**src/pss_pkg.sv**
```systemverilog
// shared constants of the pump safety supervisor and its controller
package pss_pkg;
    // clock and time base
    localparam int unsigned CLK_KHZ        = 25000;
    localparam int unsigned US_PER_MS      = 1000;
    localparam int unsigned CNT_W          = 32;
    // processor watchdog
    localparam int unsigned WD_TIMEOUT_MS  = 1000;
    localparam int unsigned WD_CYCLES      = CLK_KHZ * WD_TIMEOUT_MS;
    localparam int unsigned RST_PULSE_US   = 10;
    localparam int unsigned RST_CYCLES     = (CLK_KHZ * RST_PULSE_US + US_PER_MS - 1) / US_PER_MS;
    // motor run limit and half-turn check
    localparam int unsigned MOTOR_LIMIT_MS = 4000;
    localparam int unsigned MOTOR_CYCLES   = CLK_KHZ * MOTOR_LIMIT_MS;
    localparam int unsigned CAM_WAIT_MS    = 5000;
    localparam int unsigned CAM_CYCLES     = CLK_KHZ * CAM_WAIT_MS;
    // alarm tones
    localparam int unsigned LO_TONE_HZ     = 1000;
    localparam int unsigned HI_TONE_HZ     = 2000;
    localparam int unsigned LO_HALF_CYCLES = CLK_KHZ * US_PER_MS / (2 * LO_TONE_HZ);
    localparam int unsigned HI_HALF_CYCLES = CLK_KHZ * US_PER_MS / (2 * HI_TONE_HZ);
    localparam int unsigned WARBLE_HALF_MS = 400;
    localparam int unsigned WARBLE_CYCLES  = CLK_KHZ * WARBLE_HALF_MS;
    // register map of the controller
    localparam int unsigned ADDR_W         = 8;
    localparam int unsigned DATA_W         = 32;
    localparam logic [7:0]  OFS_CTRL       = 8'h00;
    localparam logic [7:0]  OFS_STROBE     = 8'h04;
    localparam logic [7:0]  OFS_STATUS     = 8'h08;
    localparam logic [7:0]  OFS_INT_STAT   = 8'h0C;
    localparam logic [7:0]  OFS_INT_CLR    = 8'h10;
    localparam logic [7:0]  OFS_INT_EN     = 8'h14;
    // control bits
    localparam int unsigned CTRL_RUN       = 0;
    localparam int unsigned CTRL_TEST      = 1;
    localparam int unsigned CTRL_LO        = 2;
    localparam int unsigned CTRL_HI        = 3;
    localparam int unsigned CTRL_FLAG      = 4;
    // status bits
    localparam int unsigned ST_EXPIRED     = 0;
    localparam int unsigned ST_TIMEOUT     = 1;
    localparam int unsigned ST_CAM         = 2;
    localparam int unsigned ST_FAULT       = 3;
    localparam int unsigned ST_WAIT        = 4;
    // interrupt events
    localparam int unsigned INT_W          = 4;
    localparam int unsigned EV_BAD_RESET   = 0;
    localparam int unsigned EV_MOTOR_TO    = 1;
    localparam int unsigned EV_CAM_LATE    = 2;
    localparam int unsigned EV_CAM_STRAY   = 3;
endpackage

```
**src/pss_if.sv**
```systemverilog
// link between the pump processor side and the safety supervisor
`timescale 1ns/100ps
interface pss_if;
    logic wd_strobe;
    logic motor_run;
    logic motor_test;
    logic alarm_lo;
    logic alarm_hi;
    logic cpu_reset;
    logic wd_expired;
    logic motor_timeout;
    logic cam_flag;

    modport dev (
        input  wd_strobe, motor_run, motor_test, alarm_lo, alarm_hi,
        output cpu_reset, wd_expired, motor_timeout, cam_flag
    );
    modport host (
        output wd_strobe, motor_run, motor_test, alarm_lo, alarm_hi,
        input  cpu_reset, wd_expired, motor_timeout, cam_flag
    );
endinterface

```
**src/pss_tone.sv**
```systemverilog
// alarm tone generator: low, high or warble square wave
`timescale 1ns/100ps
module pss_tone #(
    parameter int unsigned LO_HALF = pss_pkg::LO_HALF_CYCLES,
    parameter int unsigned HI_HALF = pss_pkg::HI_HALF_CYCLES,
    parameter int unsigned WARBLE  = pss_pkg::WARBLE_CYCLES
) (
    // system
    input  wire logic clk,
    input  wire logic rst_n,
    // tone selects
    input  wire logic sel_lo,
    input  wire logic sel_hi,
    // piezo drive
    output logic      tone
);
    typedef struct packed {
        logic [pss_pkg::CNT_W-1:0] half_cnt;
        logic [pss_pkg::CNT_W-1:0] warb_cnt;
        logic                      phase_hi;
        logic                      tone;
    } pss_tone_state_type;

    pss_tone_state_type s_reg;
    pss_tone_state_type s_next;
    logic               use_hi;
    logic [pss_pkg::CNT_W-1:0] half;

    always_comb begin
        s_next = s_reg;
        use_hi = 1'b0;
        half   = pss_pkg::CNT_W'(LO_HALF);
        if (!(sel_lo || sel_hi)) begin
            s_next = '0;
        end else begin
            // both selects: swap tones every warble half period
            if (sel_lo && sel_hi) begin //RQ12
                use_hi = s_reg.phase_hi;
                if (s_reg.warb_cnt >= pss_pkg::CNT_W'(WARBLE - 1)) begin
                    s_next.warb_cnt = '0;
                    s_next.phase_hi = ~s_reg.phase_hi;
                end else begin
                    s_next.warb_cnt = s_reg.warb_cnt + 1'b1;
                end
            end else begin
                use_hi = sel_hi; //RQ12
            end
            if (use_hi) begin
                half = pss_pkg::CNT_W'(HI_HALF);
            end
            if (s_reg.half_cnt >= half - 1'b1) begin
                s_next.half_cnt = '0;
                s_next.tone     = ~s_reg.tone;
            end else begin
                s_next.half_cnt = s_reg.half_cnt + 1'b1;
            end
        end
    end

    always_ff @(posedge clk) begin
        if (!rst_n) begin
            s_reg <= '0;
        end else begin
            s_reg <= s_next;
        end
    end

    assign tone = s_reg.tone;
endmodule

```
**src/pss_device.sv**
```systemverilog
// pump safety supervisor: processor watchdog, motor run watchdog, alarm
// Contract
// [RQ1] strobe each second or watchdog resets
// [RQ2] timeout cuts motor and sounds alarm
// [RQ3] reset output is a single pulse
// [RQ4] processor tests watchdog at every power-up
// [RQ5] unexpected reset: latch, alarm, error message
// [RQ6] motor cut after four seconds running
// [RQ7] no motor run while watchdog expired
// [RQ8] test lines check run timer without motor
// [RQ9] position light on only while motor runs
// [RQ10] half turn within five seconds, then stop
// [RQ11] rotation without run command is fault
// [RQ12] low, high or warble tone selection
// [RQ13] low battery and timeout also enable alarm
// [RQ14] run timer clears when motor off
// [RQ15] watchdog restarts on strobe and pulse
`timescale 1ns/100ps
module pss_device #(
    parameter int unsigned WD_CYCLES    = pss_pkg::WD_CYCLES,
    parameter int unsigned RST_CYCLES   = pss_pkg::RST_CYCLES,
    parameter int unsigned MOTOR_CYCLES = pss_pkg::MOTOR_CYCLES,
    parameter int unsigned LO_HALF      = pss_pkg::LO_HALF_CYCLES,
    parameter int unsigned HI_HALF      = pss_pkg::HI_HALF_CYCLES,
    parameter int unsigned WARBLE       = pss_pkg::WARBLE_CYCLES
) (
    // system
    input  wire logic clk,
    input  wire logic rst_n,
    // processor link
    pss_if.dev        link,
    // pump hardware
    input  wire logic low_batt,
    input  wire logic cam_sensor,
    output logic      motor_drive,
    output logic      ir_led_on,
    output logic      alarm_en,
    output logic      tone_out
);
    typedef struct packed {
        logic [pss_pkg::CNT_W-1:0] wd_cnt;
        logic [pss_pkg::CNT_W-1:0] rst_cnt;
        logic [pss_pkg::CNT_W-1:0] run_cnt;
        logic                      expired;
        logic                      rst_out;
        logic                      timeout;
        logic                      drive;
        logic                      led;
        logic                      alarm;
        logic                      tone_lo;
        logic                      tone_hi;
        logic                      cam;
    } pss_dev_state_type;

    pss_dev_state_type s_reg;
    pss_dev_state_type s_next;
    logic              timing;
    logic              hw_alarm;

    always_comb begin
        s_next     = s_reg;
        s_next.cam = cam_sensor;

        // processor watchdog
        if (s_reg.rst_out) begin
            s_next.wd_cnt = '0; //RQ15
            if (s_reg.rst_cnt >= pss_pkg::CNT_W'(RST_CYCLES - 1)) begin
                s_next.rst_out = 1'b0; //RQ3
                s_next.rst_cnt = '0;
            end else begin
                s_next.rst_cnt = s_reg.rst_cnt + 1'b1;
            end
        end else if (link.wd_strobe) begin
            s_next.wd_cnt  = '0; //RQ15
            s_next.expired = 1'b0;
        end else if (s_reg.wd_cnt >= pss_pkg::CNT_W'(WD_CYCLES - 1)) begin
            s_next.wd_cnt  = '0; //RQ1
            s_next.expired = 1'b1;
            s_next.rst_out = 1'b1; //RQ3
        end else begin
            s_next.wd_cnt = s_reg.wd_cnt + 1'b1;
        end

        // motor run timer, also run by the test line without driving
        timing = link.motor_run || link.motor_test;
        if (!timing) begin
            s_next.run_cnt = '0; //RQ14
            s_next.timeout = 1'b0;
        end else if (s_reg.run_cnt >= pss_pkg::CNT_W'(MOTOR_CYCLES - 1)) begin
            s_next.timeout = 1'b1; //RQ6
        end else begin
            s_next.run_cnt = s_reg.run_cnt + 1'b1; //RQ8
        end

        // drive refused on run timeout, test mode or expired watchdog
        s_next.drive = link.motor_run && !link.motor_test //RQ8
            && !s_next.timeout && !s_next.expired; //RQ2 RQ6 RQ7
        s_next.led   = s_next.drive; //RQ9

        // alarm: processor selects, low battery, watchdog expiry
        hw_alarm       = low_batt || s_next.expired; //RQ13 RQ2
        s_next.tone_lo = link.alarm_lo || hw_alarm;
        s_next.tone_hi = link.alarm_hi || hw_alarm;
        s_next.alarm   = s_next.tone_lo || s_next.tone_hi; //RQ13
    end

    always_ff @(posedge clk) begin
        if (!rst_n) begin
            s_reg <= '0;
        end else begin
            s_reg <= s_next;
        end
    end

    pss_tone #(
        .LO_HALF (LO_HALF),
        .HI_HALF (HI_HALF),
        .WARBLE  (WARBLE)
    ) u_tone (
        .clk    (clk),
        .rst_n  (rst_n),
        .sel_lo (s_reg.tone_lo),
        .sel_hi (s_reg.tone_hi),
        .tone   (tone_out)
    );

    assign motor_drive        = s_reg.drive;
    assign ir_led_on          = s_reg.led;
    assign alarm_en           = s_reg.alarm;
    assign link.cpu_reset     = s_reg.rst_out;
    assign link.wd_expired    = s_reg.expired;
    assign link.motor_timeout = s_reg.timeout;
    assign link.cam_flag      = s_reg.cam;
endmodule

```
**src/flat_wrapper.sv**
```systemverilog
// flat-port wrapper written by rule: the top's interface ports become plain ports
module pss_device_flat 
#(
    parameter int unsigned WD_CYCLES    = pss_pkg::WD_CYCLES,
    parameter int unsigned RST_CYCLES   = pss_pkg::RST_CYCLES,
    parameter int unsigned MOTOR_CYCLES = pss_pkg::MOTOR_CYCLES,
    parameter int unsigned LO_HALF      = pss_pkg::LO_HALF_CYCLES,
    parameter int unsigned HI_HALF      = pss_pkg::HI_HALF_CYCLES,
    parameter int unsigned WARBLE       = pss_pkg::WARBLE_CYCLES
)
  (clk, rst_n, low_batt, cam_sensor, motor_drive, ir_led_on, alarm_en, tone_out, link_wd_strobe, link_motor_run, link_motor_test, link_alarm_lo, link_alarm_hi, link_cpu_reset, link_wd_expired, link_motor_timeout, link_cam_flag);
  pss_if link_i ();
  input  wire logic clk;
  input  wire logic rst_n;
  input  wire logic low_batt;
  input  wire logic cam_sensor;
  output logic motor_drive;
  output logic ir_led_on;
  output logic alarm_en;
  output logic tone_out;
  input wire logic [$bits(link_i.wd_strobe)-1:0] link_wd_strobe;
  input wire logic [$bits(link_i.motor_run)-1:0] link_motor_run;
  input wire logic [$bits(link_i.motor_test)-1:0] link_motor_test;
  input wire logic [$bits(link_i.alarm_lo)-1:0] link_alarm_lo;
  input wire logic [$bits(link_i.alarm_hi)-1:0] link_alarm_hi;
  output wire logic [$bits(link_i.cpu_reset)-1:0] link_cpu_reset;
  output wire logic [$bits(link_i.wd_expired)-1:0] link_wd_expired;
  output wire logic [$bits(link_i.motor_timeout)-1:0] link_motor_timeout;
  output wire logic [$bits(link_i.cam_flag)-1:0] link_cam_flag;
  assign link_i.wd_strobe = link_wd_strobe;
  assign link_i.motor_run = link_motor_run;
  assign link_i.motor_test = link_motor_test;
  assign link_i.alarm_lo = link_alarm_lo;
  assign link_i.alarm_hi = link_alarm_hi;
  assign link_cpu_reset = link_i.cpu_reset;
  assign link_wd_expired = link_i.wd_expired;
  assign link_motor_timeout = link_i.motor_timeout;
  assign link_cam_flag = link_i.cam_flag;
  pss_device #(.WD_CYCLES(WD_CYCLES), .RST_CYCLES(RST_CYCLES), .MOTOR_CYCLES(MOTOR_CYCLES), .LO_HALF(LO_HALF), .HI_HALF(HI_HALF), .WARBLE(WARBLE)) u_core (.clk(clk), .rst_n(rst_n), .link(link_i), .low_batt(low_batt), .cam_sensor(cam_sensor), .motor_drive(motor_drive), .ir_led_on(ir_led_on), .alarm_en(alarm_en), .tone_out(tone_out));
endmodule
```
**config.mk**
```make
export PLATFORM = sky130hd
export DESIGN_NAME = pss_device_flat
export DESIGN_NICKNAME = d
export VERILOG_FILES = /design/src/pss_pkg.sv /design/src/pss_if.sv /design/src/pss_tone.sv /design/src/pss_device.sv /design/src/flat_wrapper.sv
export SDC_FILE = /design/constraint.sdc
export NUM_CORES = 1
export LEC_CHECK = 0
export ABC_AREA = 0
export CELL_PAD_IN_SITES_DETAIL_PLACEMENT = 1
export CELL_PAD_IN_SITES_GLOBAL_PLACEMENT = 2
export CORE_MARGIN = 3
export CORE_UTILIZATION = 40
export CTS_CLUSTER_DIAMETER = 40
export DETAILED_ROUTE_END_ITERATION = 6
export DONT_BUFFER_PORTS = 1
export PLACE_DENSITY_LB_ADDON = 0.25
export SETUP_SLACK_MARGIN = 0.5
export SLEW_MARGIN = 15
export SYNTH_ARGS = -nofsm -noshare
export SYNTH_HDL_FRONTEND = slang
export SYNTH_SLANG_ARGS = --single-unit
```
**constraint.sdc**
```tcl
create_clock -name clk -period 3.4 [get_ports clk]
set_input_delay 0.34 -clock clk [delete_from_list [all_inputs] [get_ports clk]]
set_output_delay 0.34 -clock clk [all_outputs]
set_load 0.02 [all_outputs]
```
==> run metrics, run 1 <==
number of global-route vias before repair=5320; Core Area=16170 µm²; Ys Warns=0; Final Net Count=785; largest net degree at the start of global routing=32; VDD IR max=0.0003594 V; site row count=46; sequential fraction of the synthesis area=50.43%; hold crit path type=input port to flop; Synth area leaders=dfxtp_1 (50%), xor2_1 (7.5%), nor2_1 (7.3%), xnor2_1 (3.9%), nand3_1 (3.4%); IO Port Bufs=0; global-route wire length before repair=24980 µm; Worst-Margin Slew=925.8 ps; ys flop type=dfxtp_1; CP max FO=15; Critical Path End Type=flop; H-Tree Depth=4; complex-gate fraction of the synthesized area=5.673%; Post-synth EDFFs=0; register cell area after layout=3403 µm²; Worst Path Required=3750 ps; Worst Setup Start Kind=flop; total number of vias=5058; clk_lat worst skew=420 ps; Final WS setup=875.6 ps; fillers=1870; Multi-input gate area=3289 µm²; Final period util=74.25%; post-synth cell types=56; XOR/XNOR share of the synthesized area=11.42%; Synth top area share=50.43%; Detail Placement HPWL=10230 µm; FFs w/ async S/R, synth=0%; CTS Buf Count=17; Final Max Tran Viols=0; synthesis-to-finish area growth=13.72%; Setup CP Type=flop to flop; most frequent cells after synthesis=dfxtp_1 (170), nor2_1 (131), xor2_1 (58); Largest register FFs=98; Setup Fix Bufs, Post-CTS=0; Hold Fails Final Rpt=0; layout cells sized above 1=6.065%; setup TNS=0 ps; crit path time final=2524 ps; clock slew at reported path FFs=60 ps; Leakage=2.830 nW; 1st-pass router iterations=4; clk root buf=clkbuf_16; cell count after synthesis=734; Slew headroom=37.71%; clk sinks=170; area leader, netlist=dfxtp_1; post-synthesis mux area share=0%; RePlAce Congestion=0.7877; Resized Gates After CTS=0; Setup violations, final=0; status=finished, final reports clean; RSZ-0062 raised after global routing=no; top-count cell post-synth=dfxtp_1; Diodes inserted=0; final WL=14540 µm; die width=135.9 µm; Remaining DRCs=0; dpl ws=867.0 ps; P per Cell Area=538.8 nW/µm²; syn avg cell area=9.195 µm²; post-DR wirelength/cell=14.67 µm; I/O pin total=17; Die Span Y=135.9 µm; grt total ovfl=0; All-Layer GR Usage=16.77%; mapped cell area=6749 µm²; initial antenna violation count=0; Setup Skew=6.550 ps; combinational family with the most area after synthesis=simple AND/OR/NAND/NOR gates; CTS tree=built; Post-Synth Simple-Gate Area=27.66%; Antenna Nets Post-Route=0; CP arrival=2880 ps; die area=18470 µm²; Max Fclk=396.1 MHz; Initial Utilization=41.73%; Via-to-Cell Ratio=5.104; max-cap violations=0; #FFs+latches synth=170; Clock Tree Buf Depth=2; DR iter-0 viols=187; area share of fa/ha/maj cells after synthesis=2.595%
worst max-delay path, stage by stage, from the launching register on:
cell and delay (ps):
dfxtp_1 460, inv_1 90, o21a_1 260, ha_1 310, a211oi_1 220, o21ai_0 140
a41oi_1 230, o21ai_0 140, or2_2 440, nor2_1 160
layer usage:
metal	global-route usage [%]	up-vias	wire length, µm
li1	-	2564	-
met1	20.13	2434	6753
met2	28.98	35	7129
met3	3.923	25	322
met4	6.719	0	331
met5	0	-	0
worst paths after layout:
| check | startpoint | to | slack (ps) | cells after the start |
|---|---|---|---|---|
| setup reg to reg | u_core.s_reg[2] | u_core.u_tone.s_reg[45] | 880 | 9 |
| hold reg to reg | u_core.s_reg[48] | u_core.s_reg[48] | 460 | 2 |
| setup / recovery | u_core.s_reg[2] | u_core.u_tone.s_reg[45] | 880 | 9 |
| hold / removal | cam_sensor | u_core.link.cam_flag | 50 | 1 |
power by group:
group | total [W] | leakage, nW | switching, W | internal (W)
logic | 0.0000930 | 1.16 | 0.0000642 | 0.0000288
registers | 0.00205 | 1.38 | 0.0000280 | 0.00202
clock network | 0.00199 | 0.285 | 0.000817 | 0.00118
total | 0.00414 | 2.83 | 0.000910 | 0.00323
layout make-up:
type / count / area share, %
Sequential cell: 170 / 44.34
Timing Repair Buffer: 4 / 0.4239
Tap cell: 216 / 3.521
Clock buffer: 18 / 5.722
Clock inverter: 14 / 2.201
Multi-Input combinational cell: 550 / 42.86
Inverter: 19 / 0.9292
kinds of logic (layout without fill, tap and decap cells):
group                      count (synthesis)  after routing
AOI/OAI and AO/OA                         57             57
xor gates and xnor gates                  88             88
adders and majority gates                 14             14
buffers and inverters                     37             55
DFF                                      170            170
other                                      1             24
and+or+nand+nor                          367            367
metrics by stage:
stage | cell area (µm²) | hold WS [ps] | std cells | power (W) | utilization [%]
after detailed placement | 7057 | 446.9 | 958 | 0.002185 | 43.63
after global routing | 7675 | 23.08 | 991 | 0.004305 | 47.45
after global placement | 7057 | 437.6 | 958 | 0.002179 | 43.63
final | 7675 | 46.11 | 991 | 0.004135 | 47.45
after floorplan | 6835 | 425.0 | 757 | 0.002155 | -
after CTS | 7675 | 24.92 | 991 | 0.004193 | 47.45
repair_timing:
item,4_1_cts,5_1_grt
hold buffers,1,0
endpoints found under the hold margin,1,0
setup endpoints to repair,0,0
cell usage in the layout, fill, tap and decap left out, types with 23 or more instances in the layout:
cell type and instances:
and2_1 23, and3_1 35, dfxtp_1 170, xor2_1 58, conb_1 24, nand3_1 46
nor2_1 131, nand2_1 43, xnor2_1 30, nand4_1 28
(Power assumes the default switching activity.)
==> run 2, diff against run 1 <==
- CORE_UTILIZATION: 40 -> 36
- clock period: 3.4 -> 2.2 ns (I/O delays scaled with it)
==> run metrics, run 2 (synthesis results as in run 1) <==
Largest register FFs=98; Pwr Total=0.006596 W; 1st-pass router iterations=4; Worst Path Required=2570 ps; Antenna Nets Post-Route=0; dpl cell area=7312 µm²; Final Max Tran Viols=0; hold crit path type=input port to flop; fillers=2010; layout cells sized above 1=32.32%; Worst-Margin Slew=695.5 ps; DR iter-0 viols=207; Final Net Count=864; global-route wire length before repair=28900 µm; CTS tree=built; CP arrival=2370 ps; IO Port Bufs=0; crit path time final=2006 ps; Max Fclk=498.6 MHz; most common cell after layout, fill and taps aside=dfxtp_1; worst hold endpoint=u_core.u_tone.tone; reg2reg start=u_core.s_reg[18]; Leakage=3.408 nW; VDD IR max=0.0005665 V; Die Span Y=142.9 µm; register cell area after layout=3462 µm²; H-Tree Depth=4; clk sinks=170; Slew headroom=53.46%; # placed instances=987; status=finished, final reports clean; site row count=49; clock slew at reported path FFs=70 ps; Multi-input gate area=4188 µm²; clk_lat worst skew=430 ps; total number of vias=5578; die area=20430 µm²; RR Endpoint=u_core.s_reg[34]; Setup violations, final=0; RePlAce Congestion=0.7822; Core Area=18210 µm²; synthesis-to-finish area growth=39.54%; final WL=17880 µm; RSZ-0062 raised after global routing=yes; Finished Cell Area=9418 µm²; R2R Setup Slk=190 ps; All-Layer GR Usage=17.65%; P per Cell Area=700.3 nW/µm²; grt total ovfl=0; Final period util=91.16%; hold_sp=rst_n; setup TNS=0 ps; Hold Fails Final Rpt=0; number of global-route vias before repair=6006; Setup Skew=8.637 ps; Critical Path End Type=flop; cells on worst reg2reg path=6; max-cap violations=0; largest net degree at the start of global routing=27; CTS Buf Count=17; commonest cells after routing, fill and taps aside=dfxtp_1 (139), nor2_1 (73), xor2_1 (57); clk root buf=clkbuf_16; Clock Tree Buf Depth=2; I/O pin total=17; die width=142.9 µm; Via-to-Cell Ratio=5.151; Setup CP Type=flop to flop; post-route insts no fill=1083; Initial Utilization=37.06%; Worst Hold Path Cells=2; Worst Setup Start Kind=flop; Diodes inserted=0; CP max FO=4; Remaining DRCs=0; Detail Placement HPWL=10780 µm; post-DR wirelength/cell=16.51 µm; initial antenna violation count=0
[run 2: changes by cell type in the layout (fill, tap and decap cells not counted), moves of 10 or more]
cell	change
buf_6	+11
dfxtp_2	+23
o21ai_0	-10
nor2_1	-58
nor2_2	+15
buf_4	+49
nor2_4	+43
dfxtp_1	-31
[run 2: power breakdown]
group	internal (W)	switching, W
registers	0.00312	0.0000396
clock network	0.00179	0.00128
logic	0.000160	0.000202
[run 2: metal layers]
layer | track usage (%) | wire length [µm] | up-vias
met5 | 0 | 0 | -
met4 | 4.902 | 211 | 0
met3 | 5.191 | 613 | 17
met2 | 30.91 | 9201 | 55
met1 | 21.07 | 7850 | 2781
li1 | - | - | 2725
[run 2: worst max-delay path by stage]
stage                          start                 endpoint
floorplan            u_core.s_reg[2]  u_core.u_tone.s_reg[45]
global placement     u_core.s_reg[2]  u_core.u_tone.s_reg[48]
detailed placement   u_core.s_reg[2]  u_core.u_tone.s_reg[45]
CTS                  u_core.s_reg[9]         u_core.s_reg[34]
global route        u_core.s_reg[17]         u_core.s_reg[34]
finish              u_core.s_reg[18]         u_core.s_reg[34]
[run 2: per-stage QoR]
stage | hold slack [ps] | util, % | worst slack (ps)
finish | 152.7 | 51.72 | 194.4
global route | 159.9 | 51.72 | 137.5
CTS | 123.1 | 48.07 | 243.5
detailed placement | 327.7 | 40.16 | 48.30
global placement | 321.9 | 40.16 | 161.9
floorplan | 315.9 | - | 104.0
[run 2: repair_timing]
item / 4_1_cts / 5_1_grt
setup buffers: 28 / 19
hold buffers: 10 / 0
pin swaps: 48 / 47
resized for setup: 113 / 123
setup endpoints to repair: 125 / 126
endpoints found under the hold margin: 20 / 0
gates cloned: 5 / 2
[run 2: layout make-up]
type	count	area share, %
multi-input cells	552	44.47
flip-flops and latches	170	36.76
repair buffers	81	8.569
clock buffers	18	4.557
well taps	229	3.042
clock inverters	14	1.820
inverters	19	0.7838
[run 2: critical path, stage by stage (launching register included)]
cell,delay [ps]
dfxtp_2,340
or4_4,520
o31ai_4,260
buf_4,170
nand3_2,110
or4_4,430
a21oi_2,120
